$ cat src/core/reset_state_map.vh
// Contract
// - Watchdog time-out in power-down clears program counter and stack pointer, sets flag.
// - Watchdog time-out flag and power-down flag live in the status register.
// - Power-on reset clears both the time-out flag and the power-down flag.
// - Pin or low-voltage reset in normal operation keeps both flags unchanged.
// - Watchdog reset in normal operation sets time-out flag, keeps power-down flag.
// - Watchdog reset during power-down sets both flags to one.
// - Power-on reset disables every interrupt source.
// - Power-on reset clears the watchdog counter, which then counts at once.
// - Power-on reset switches off all timer and event counters.
// - Power-on reset sets every port data and direction bit to ones.
// - Power-on reset points the stack pointer at the top of the stack.
// - Watchdog reset in normal operation equals a pin reset plus the time-out flag.
`ifndef RESET_STATE_MAP_VH
`define RESET_STATE_MAP_VH
`define PC_RESET      14'h0000
`define SP_RESET      3'h0
`define SP_TOP        3'h0
`define PORT_RESET    8'hFF
`define FLAG_SET      1'h1
`define FLAG_CLR      1'h0
`define PULSE_ON      1'h1
`define PULSE_OFF     1'h0
`define MODE_RUN      1'h0
`define MODE_HALT     1'h1
`define PIN_IDLE      2'h3
`define LVR_IDLE      2'h0
`define CAUSE_NONE    3'h0
`define CAUSE_POR     3'h1
`define CAUSE_PIN     3'h2
`define CAUSE_WDT_RUN 3'h3
`define CAUSE_WDT_PD  3'h4
`endif

$ cat src/core/reset_state_and_flag_logic.v
`timescale 1ns/1ns
`include "reset_state_map.vh"
module reset_state_and_flag_logic #(
    parameter PC_W   = 14,
    parameter SP_W   = 3,
    parameter PORT_W = 8
) (
    input  wire              ref_clk,
    input  wire              rst,
    input  wire              power_on,
    input  wire              external_reset_pin_n,
    input  wire              low_voltage_reset,
    input  wire              watchdog_timer_timeout,
    input  wire              halt_exec,
    input  wire              watchdog_clear,
    input  wire              wake_up,
    output reg  [PC_W-1:0]   pc_value,
    output reg  [SP_W-1:0]   sp_value,
    output reg               core_reset,
    output reg               watchdog_timeout_flag,
    output reg               power_down_flag,
    output reg               power_down,
    output reg               interrupt_enable_clear,
    output reg               watchdog_timer_restart,
    output reg               timers_off,
    output reg  [PORT_W-1:0] port_data,
    output reg  [PORT_W-1:0] port_dir,
    output reg  [2:0]        reset_cause
);
    // The pin and the supply monitor are asynchronous to ref_clk, so each of them
    // passes two flip-flops before any logic reads it. Only the second stage of a
    // synchroniser is ever read, which keeps a metastable first stage out of the
    // reset decode.
    reg  [1:0] pin_sync;
    reg  [1:0] lvr_sync;
    reg  [2:0] next_cause;
    wire       pin_reset;
    wire       lvr_reset;
    wire       full_reset;
    wire       run_reset;
    wire       core_init;

    // Picks the one reset cause that acts in this cycle. Power-on outranks
    // everything; a pin or low-voltage reset always reinitialises the core, so
    // it outranks a watchdog time-out that arrives in the same cycle.
    function [2:0] pick_cause;
        input full_req;
        input run_req;
        input tmo_req;
        input asleep;
        begin
            if (full_req)
                pick_cause = `CAUSE_POR;
            else if (run_req)
                pick_cause = `CAUSE_PIN;
            else if (tmo_req && asleep)
                pick_cause = `CAUSE_WDT_PD;
            else if (tmo_req)
                pick_cause = `CAUSE_WDT_RUN;
            else
                pick_cause = `CAUSE_NONE;
        end
    endfunction

    // True for every cause that restarts the whole machine. A time-out in
    // power-down is not one of them: it resumes the program from the reset
    // vector and leaves ports, timers and interrupt enables as they were.
    function reinits_core;
        input [2:0] cause;
        begin
            case (cause)
                `CAUSE_POR,
                `CAUSE_PIN,
                `CAUSE_WDT_RUN:
                    reinits_core = `PULSE_ON;
                default:
                    reinits_core = `PULSE_OFF;
            endcase
        end
    endfunction

    assign pin_reset  = ~pin_sync[1];
    assign lvr_reset  = lvr_sync[1];
    assign full_reset = power_on | rst;
    assign run_reset  = pin_reset | lvr_reset;
    assign core_init  = reinits_core(next_cause);

    always @*
    begin
        next_cause = pick_cause(full_reset, run_reset, watchdog_timer_timeout, power_down);
    end

    // The pin stage resets to the released level of the pin. Resetting it to
    // zero would make the pin look pressed for two cycles after rst and fire a
    // spurious pin reset that pulses every reset strobe again.
    always @(posedge ref_clk)
    begin
        if (rst)
        begin
            pin_sync <= `PIN_IDLE;
            lvr_sync <= `LVR_IDLE;
        end
        else
        begin
            pin_sync <= {pin_sync[0], external_reset_pin_n};
            lvr_sync <= {lvr_sync[0], low_voltage_reset};
        end
    end

    // The cause register tells software which reset acted in the last cycle.
    always @(posedge ref_clk)
    begin
        reset_cause <= next_cause;
    end

    // Every cause, the time-out in power-down included, restarts the program
    // at the reset vector. Between resets the core owns these values, so the
    // block simply holds them.
    always @(posedge ref_clk)
    begin
        case (next_cause)
            `CAUSE_POR,
            `CAUSE_PIN,
            `CAUSE_WDT_RUN:
            begin
                pc_value <= `PC_RESET;
                sp_value <= `SP_TOP;
            end
            `CAUSE_WDT_PD:
            begin
                pc_value <= `PC_RESET;
                sp_value <= `SP_RESET;
            end
            default:
            begin
                pc_value <= pc_value;
                sp_value <= sp_value;
            end
        endcase
    end

    // Status flags. Both events that set a flag outrank a clear instruction in
    // the same cycle: a time-out becomes a reset cause, and halt is tested
    // before the clear, so an event is never lost to a clear.
    always @(posedge ref_clk)
    begin
        case (next_cause)
            `CAUSE_POR:
            begin
                watchdog_timeout_flag <= `FLAG_CLR;
                power_down_flag       <= `FLAG_CLR;
            end
            `CAUSE_PIN:
            begin
                // A pin held low keeps the core in reset; the flags stay put.
                watchdog_timeout_flag <= watchdog_timeout_flag;
                power_down_flag       <= power_down_flag;
            end
            `CAUSE_WDT_RUN:
            begin
                watchdog_timeout_flag <= `FLAG_SET;
                power_down_flag       <= power_down_flag;
            end
            `CAUSE_WDT_PD:
            begin
                watchdog_timeout_flag <= `FLAG_SET;
                power_down_flag       <= `FLAG_SET;
            end
            default:
            begin
                // Halt also clears the time-out flag, so a later time-out in
                // power-down can be told apart from an ordinary wake event.
                if (halt_exec)
                begin
                    power_down_flag       <= `FLAG_SET;
                    watchdog_timeout_flag <= `FLAG_CLR;
                end
                else if (watchdog_clear)
                begin
                    power_down_flag       <= `FLAG_CLR;
                    watchdog_timeout_flag <= `FLAG_CLR;
                end
                else
                begin
                    power_down_flag       <= power_down_flag;
                    watchdog_timeout_flag <= watchdog_timeout_flag;
                end
            end
        endcase
    end

    // Power-down mode. Any reset wakes the core. Halt beats a wake request in
    // the same cycle, so the core ends up asleep and waits for the next wake
    // event rather than missing the halt.
    always @(posedge ref_clk)
    begin
        if (next_cause != `CAUSE_NONE)
            power_down <= `MODE_RUN;
        else if (halt_exec)
            power_down <= `MODE_HALT;
        else if (wake_up)
            power_down <= `MODE_RUN;
    end

    // The reset strobes stand for each cycle in which a reinitialising cause
    // is active, so a held pin keeps the timers and interrupts off throughout.
    always @(posedge ref_clk)
    begin
        core_reset             <= core_init;
        interrupt_enable_clear <= core_init;
        watchdog_timer_restart <= core_init;
        timers_off             <= core_init;
    end

    // Ports come up as inputs, with data and direction bits at all ones.
    always @(posedge ref_clk)
    begin
        if (core_init)
        begin
            port_data <= `PORT_RESET;
            port_dir  <= `PORT_RESET;
        end
    end
endmodule // reset_state_and_flag_logic

$ cat config.mk
export PLATFORM = sky130hd
export DESIGN_NAME = reset_state_and_flag_logic
export DESIGN_NICKNAME = d
export VERILOG_FILES = /design/src/core/reset_state_and_flag_logic.v
export VERILOG_INCLUDE_DIRS = /design/src /design/src/core
export SDC_FILE = /design/constraint.sdc
export NUM_CORES = 1
export LEC_CHECK = 0
export BUFFER_PORTS_ARGS = -buffer_cell sky130_fd_sc_hd__buf_2
export CAP_MARGIN = 20
export CELL_PAD_IN_SITES_DETAIL_PLACEMENT = 1
export CELL_PAD_IN_SITES_GLOBAL_PLACEMENT = 1
export CORE_MARGIN = 5
export CORE_UTILIZATION = 30
export CTS_BUF_LIST = sky130_fd_sc_hd__clkbuf_8
export CTS_CLUSTER_DIAMETER = 60
export DETAILED_ROUTE_END_ITERATION = 12
export HOLD_SLACK_MARGIN = 0.03
export PLACE_DENSITY = 0.86
export SKIP_CTS_REPAIR_TIMING = 1
export SLEW_MARGIN = 20
export SYNTH_ARGS = -nofsm -noshare
export SYNTH_HDL_FRONTEND = slang
export SYNTH_SLANG_ARGS = --single-unit
$ cat constraint.sdc
create_clock -name ref_clk -period 2.82 [get_ports ref_clk]
set_input_delay 0.141 -clock ref_clk [delete_from_list [all_inputs] [get_ports ref_clk]]
set_output_delay 0.141 -clock ref_clk [all_outputs]
set_load 0.01 [all_outputs]
==> flow_summary.yaml, run 1 <==
layout:
  utilization_pct: 31.7
  drive_gt1_share_pct: 29.5
  final-instance-count-excl-fill: 116
  antenna_cells: 0
  area_growth_pct: 2.40
  finalNetCount: 98
  multi_input_comb_area_um2: 280
  final_area_um2: 694
  nFillCells: 278
  ff_latch_area_um2: 240
placed_design:
  hpwlAfterDp_mm: 1.01
  place_congestion: 0.692
  dp.cells: 112
  placed_area_um2: 649
  numPortBuffers: 18
sta:
  setup_viol: 0
  rsz0062_at_grt: "false"
  final.setup.tns_ns: 0
  period_share_pct: 39.5
  fmax_mhz: 898
  hold_ws_ns: 0.0863
  finalMaxSlewViolations: 0
  fin_crit_ns: 1.11
  hold_violations: 0
  skew_ns: 0.00190
setup_path:
  worstReg2RegEnd: "power_down_flag$_DFFE_PP_"
  path_buf_inv: 0
  reg2reg_from: "lvr_sync[1]$_SDFF_PP0_"
  crit_end: "power_down_flag$_DFFE_PP_"
  critical_path_class: "flop to flop"
  cp.depth: 2
  cp_max_fo: 4
  crit_path_start_kind: "flop"
  end_kind: "flop"
  cp.required_ns: 2.74
  path_cells: "nand2b_1, o31ai_1"
  rr_worst_depth: 2
  r2r_slack_ns: 1.71
  cp_top_family: "flip-flops"
  cpPeakStageDelay_ns: 0.33
  critPathLaunch: "lvr_sync[1]$_SDFF_PP0_"
  arrival_ns: 1.04
  critPathSlowestCell: "dfxtp_1"
status:
  run_status: "finished clean"
logic_synthesis:
  synth_area_um2: 678
  yosys.area_share.simple_pct: 16.8
  avgSynthCellArea_um2: 9.55
  synth_top_family_by_area: "buffers and inverters"
  ys.flop_type: "dfxtp_1"
  yosysWarnings: 0
  yosysTopAreaCellShare_pct: 39.9
  synth_top_area_cell: "buf_4"
  synth_common_cells: "buf_4 (36), dfxtp_1 (9)"
  synth_compound_area_share_pct: 6.27
  synthAdderAreaFrac_pct: 0
  synthArstFlopShare_pct: 0
  ys_top_cells_by_area: "buf_4 (40%), dfxtp_1 (27%), edfxtp_1 (8.9%)"
  synth_cell_type_count: 21
  ys_ff_latch: 11
  ys_seq_area_share_pct: 35.4
  synthCells: 71
  synth_xor_area_share_pct: 0
  yosysMostFrequentCell: "buf_4"
  muxShareOfSynthArea_pct: 0
  synth_enable_flop_cells: 2
power_and_ir_drop:
  ir_drop_mv: 0.229
  p_per_area_nw_per_um2: 541
  seq_power_share_pct: 45.5
  p_clk_share_pct: 40.3
  p_sw_share_pct: 25.7
  power.internal_mw: 0.279
  p_leak_nw: 0.386
  p_comb_share_pct: 14.1
  switching_power_mw: 0.0966
route:
  wirelength_mm: 1.17
  drt_first_pass_iters: 3
  ant_nets: 0
  vias_per_cell: 3.46
  avgRoutedWirePerCell_um: 10.1
  vias: 401
  drc: 0
  drtIter0Drc: 5
hold_path:
  hold_path.class: "input pin to flop"
global_routing:
  gr-usage-all-layers_pct: 6.92
  antenna_found_initial: 0
  grt_pass1_wl_mm: 1.73
  grt_max_degree: 8
  grt_pass1_vias: 402
  grt-ovfl-total: 0
cts:
  cts_buffers: 3
  root_buffer: "clkbuf_8"
  cts.sinks: 11
  clk_latency_ns: 0.24
  htree_levels: 1
  clockBufferDepth: 2
  clk_pin_slew_ns: 0.05
  cts_tree: "yes"
floorplan:
  ios: 52
  die_x_um: 57.5
  die_h_um: 57.5
  core_region_area_um2: 2190
  die_area_um2: 3310
  rows: 17
  initial_core_util_pct: 31.0
run:
  cap_violations: 0
## layout by cell type, fill, tap and decap left out, drive strengths merged
cell type  synthesis  routed
conb               2      33
buf               36      18
dfxtp              9       9
clkbuf             0       3
nand2b             2       2
nor2b              2       2
o21a               2       2
or2                2       2
and2b              2       2
inv                1       2
edfxtp             2       2
o21ai              2       2
nor2               1       1
nor4b              1       1
and3               1       1
and4b              1       1
and2               1       1
nor3               1       1
o31ai              1       1
nand2              1       1
o211a              1       1
## cells by family after synthesis
family / count (synthesis)
buf+inv: 37
other cells: 2
compound gates: 6
simple gates: 15
flops: 11
## power groups by stage
stage	logic [mW]	clock network, mW	registers (mW)
after global routing	0.0587	0.163	0.172
after detailed placement	0.0521	0	0.174
after global placement	0.0502	0	0.173
final	0.0531	0.152	0.171
after CTS	0.0522	0.155	0.171
after floorplan	0.0684	0	0.176
## through the flow
step / power (mW) / setup WS [ns]
3_5_place_dp: 0.226 / 1.70
5_1_grt: 0.394 / 1.64
3_3_place_gp: 0.223 / 1.75
6_report: 0.376 / 1.71
2_1_floorplan: 0.245 / 1.76
4_1_cts: 0.379 / 1.70
## flip-flops by register name, summed over array words and instances (netlist names)
signal / flops
power_down_flag: 1
power_down: 1
pin_sync: 2
reset_cause: 3
timers_off: 1
watchdog_timeout_flag: 1
lvr_sync: 2
## metal layers
| layer | vias to the layer above | share of wire [%] | GRT usage [%] |
|---|---|---|---|
| li1 | 190 | - | - |
| met1 | 177 | 33 | 6.49 |
| met2 | 31 | 49 | 11.1 |
| met3 | 3 | 17 | 6.11 |
| met4 | 0 | 0.94 | 1.99 |
| met5 | - | 0 | 0 |
## area by class of cell
type                    instances  area share [%]
clock inverters                 1           0.541
clock buffers                   3            5.95
inverters                       1           0.541
flip-flops and latches         11            34.6
repair buffers                 18            13.0
well taps                      28            5.05
multi-input cells              54            40.4
## worst min path at each step
stage	startpoint	to	slack (ns)	depth (start not counted)
after floorplan	external_reset_pin_n	pin_sync[0]$_SDFF_PP1_	0.24	1
after global placement	external_reset_pin_n	pin_sync[0]$_SDFF_PP1_	0.33	2
after detailed placement	external_reset_pin_n	pin_sync[0]$_SDFF_PP1_	0.33	2
after CTS	external_reset_pin_n	pin_sync[0]$_SDFF_PP1_	0.08	2
after global routing	external_reset_pin_n	pin_sync[0]$_SDFF_PP1_	0.09	2
final	external_reset_pin_n	pin_sync[0]$_SDFF_PP1_	0.09	2
Power figures use the tool's default switching activity.
==> run 2: changes to the inputs <==
Settings changed: ABC_AREA set to 1, CORE_UTILIZATION 30 to 25, PLACE_DENSITY 0.86 to 0.76.
Clock period 2.82 ns to 1 ns, I/O delays scaled along.
==> flow_summary.yaml, run 2 <==
status:
  run_status: "complete, but fails checks"
  violations: "setup timing"
logic_synthesis:
  synth_cell_type_count: 18
  avgSynthCellArea_um2: 8.13
  synthCells: 88
  ys_ff_latch: 11
  synth_area_um2: 716
  ys_top_cells_by_area: "buf_4 (38%), dfxtp_1 (25%), edfxtp_1 (8.4%)"
  yosysWarnings: 0
  synthArstFlopShare_pct: 0
  synth_top_area_cell: "buf_4"
  yosysMostFrequentCell: "buf_4"
  yosysTopAreaCellShare_pct: 37.8
  ys.flop_type: "dfxtp_1"
  synth_common_cells: "buf_4 (36), inv_1 (12), dfxtp_1 (9)"
  synth_enable_flop_cells: 2
  ys_seq_area_share_pct: 33.6
setup_path:
  arrival_ns: 0.96
  worstReg2RegEnd: "power_down_flag$_DFFE_PP_"
  reg2reg_from: "lvr_sync[1]$_SDFF_PP0_"
  cp.depth: 5
  critPathSlowestCell: "dfxtp_1"
  cp_max_fo: 2
  path_common_cell: "nand2_2"
  crit_path_start_kind: "flop"
  rr_worst_depth: 5
  path_cells: "inv_1, nand2_1, nand2_2, nand2_2, a21oi_2"
  critical_path_class: "flop to flop"
  path_buf_inv: 1
  r2r_slack_ns: -0.01
  crit_end: "power_down_flag$_DFFE_PP_"
  end_kind: "flop"
  cp.required_ns: 0.94
  cp_top_family: "flip-flops"
  critPathLaunch: "lvr_sync[1]$_SDFF_PP0_"
  cpPeakStageDelay_ns: 0.33
global_routing:
  gr-usage-all-layers_pct: 5.75
  grt_pass1_vias: 435
  grt_pass1_wl_mm: 1.85
  grt-ovfl-total: 0
  antenna_found_initial: 0
  grt_max_degree: 7
route:
  wirelength_mm: 1.28
  drtIter0Drc: 3
  met2_wirelength_um: 748
  wl_met1_um: 362
  route.top_layer_used: "met3"
  avgRoutedWirePerCell_um: 9.14
  ant_nets: 0
  wl_met3_um: 169
  vias_per_cell: 3.36
  vias: 471
  drc: 0
  drt_first_pass_iters: 4
layout:
  antenna_cells: 0
  mostFrequentLayoutCell: "conb_1"
  drive_gt1_share_pct: 33.0
  regMostFlops: "reset_cause"
  area_growth_pct: 8.39
  largest_reg_flops: 3
  finalNetCount: 119
  final_cell_mix: "conb_1 (33), buf_2 (18), inv_1 (13)"
  largestRegisters: "reset_cause x3, lvr_sync x2, pin_sync x2"
  multi_input_comb_area_um2: 275
  nFillCells: 363
  ff_latch_area_um2: 243
  final_area_um2: 776
  utilization_pct: 28.1
sta:
  skew_ns: 0.000953
  finalMaxSlewViolations: 0
  hold_ws_ns: 0.0261
  hold_violations: 0
  setup_viol: 2
  rsz0062_at_grt: "true"
  period_share_pct: 101
  worst_slack_ns: -0.0119
  fin_crit_ns: 1.01
  fmax_mhz: 988
floorplan:
  rows: 19
  die_h_um: 63.5
  core_region_area_um2: 2760
  ios: 52
  initial_core_util_pct: 26.0
  die_x_um: 63.5
  die_area_um2: 4030
hold_path:
  hp-start: "low_voltage_reset"
  hold_path.class: "input pin to flop"
cts:
  cts_tree: "yes"
  cts_buffers: 3
  clk_pin_slew_ns: 0.05
  root_buffer: "clkbuf_8"
  htree_levels: 1
  clk_latency_ns: 0.23
  clockBufferDepth: 2
  cts.sinks: 11
power_and_ir_drop:
  p_per_area_nw_per_um2: 1400
  fin_total_pwr_mw: 1.09
  p_leak_nw: 0.445
  ir_drop_mv: 0.785
placed_design:
  numPortBuffers: 18
  placed_area_um2: 692
  hpwlAfterDp_mm: 1.08
  place_ws_ns: -0.0207
  place_congestion: 0.765
run:
  cap_violations: 0
-- run 2: cell type report --
type | instances | area share, %
clock buffers | 3 | 5.32
clock inverters | 1 | 0.484
inverters | 13 | 6.29
multi-input cells | 59 | 35.5
flip-flops and latches | 11 | 31.3
well taps | 31 | 5.00
repair buffers | 22 | 16.1
-- run 2: layer usage --
| layer | GRT usage [%] | vias to the layer above |
|---|---|---|
| li1 | - | 231 |
| met1 | 4.68 | 212 |
| met2 | 11.5 | 28 |
| met3 | 2.49 | 0 |
| met4 | 2.34 | 0 |
| met5 | 0 | - |
-- run 2: cell families after synthesis --
logic type | count (synthesis) | synth area share (%)
buffers and inverters | 49 | 44.6
and+or+nand+nor | 22 | 16.6
DFF | 11 | 33.6
AOI/OAI and AO/OA | 4 | 4.19
other | 2 | 1.05
-- run 2: worst min path at each step --
stage,end,slack [ns],cells past startpoint
finish,lvr_sync[0]$_SDFF_PP0_,0.03,3
global route,lvr_sync[0]$_SDFF_PP0_,0.05,3
CTS,pin_sync[0]$_SDFF_PP1_,0.01,2
detailed placement,pin_sync[0]$_SDFF_PP1_,0.25,2
global placement,pin_sync[0]$_SDFF_PP1_,0.24,2
floorplan,power_down$_SDFFE_PP0P_,0.11,1
-- run 2: tightest hold or removal path: cells and delay by family --
kind	cells	cell delay, ns
buffers and inverters	2	0.13
AND/OR/NAND/NOR	1	0.03
-- run 2: stage by stage --
| stage | TNS, ns | cells |
|---|---|---|
| after CTS | -0.0483 | 136 |
| after floorplan | 0 | 119 |
| after global routing | -0.125 | 140 |
| after detailed placement | -0.0207 | 132 |
| final | -0.0172 | 140 |
| after global placement | 0 | 132 |
-- run 2: power by group --
group | switching, mW | internal, mW
Clock | 0.158 | 0.269
Sequential | 0.00819 | 0.475
Combinational | 0.122 | 0.0527
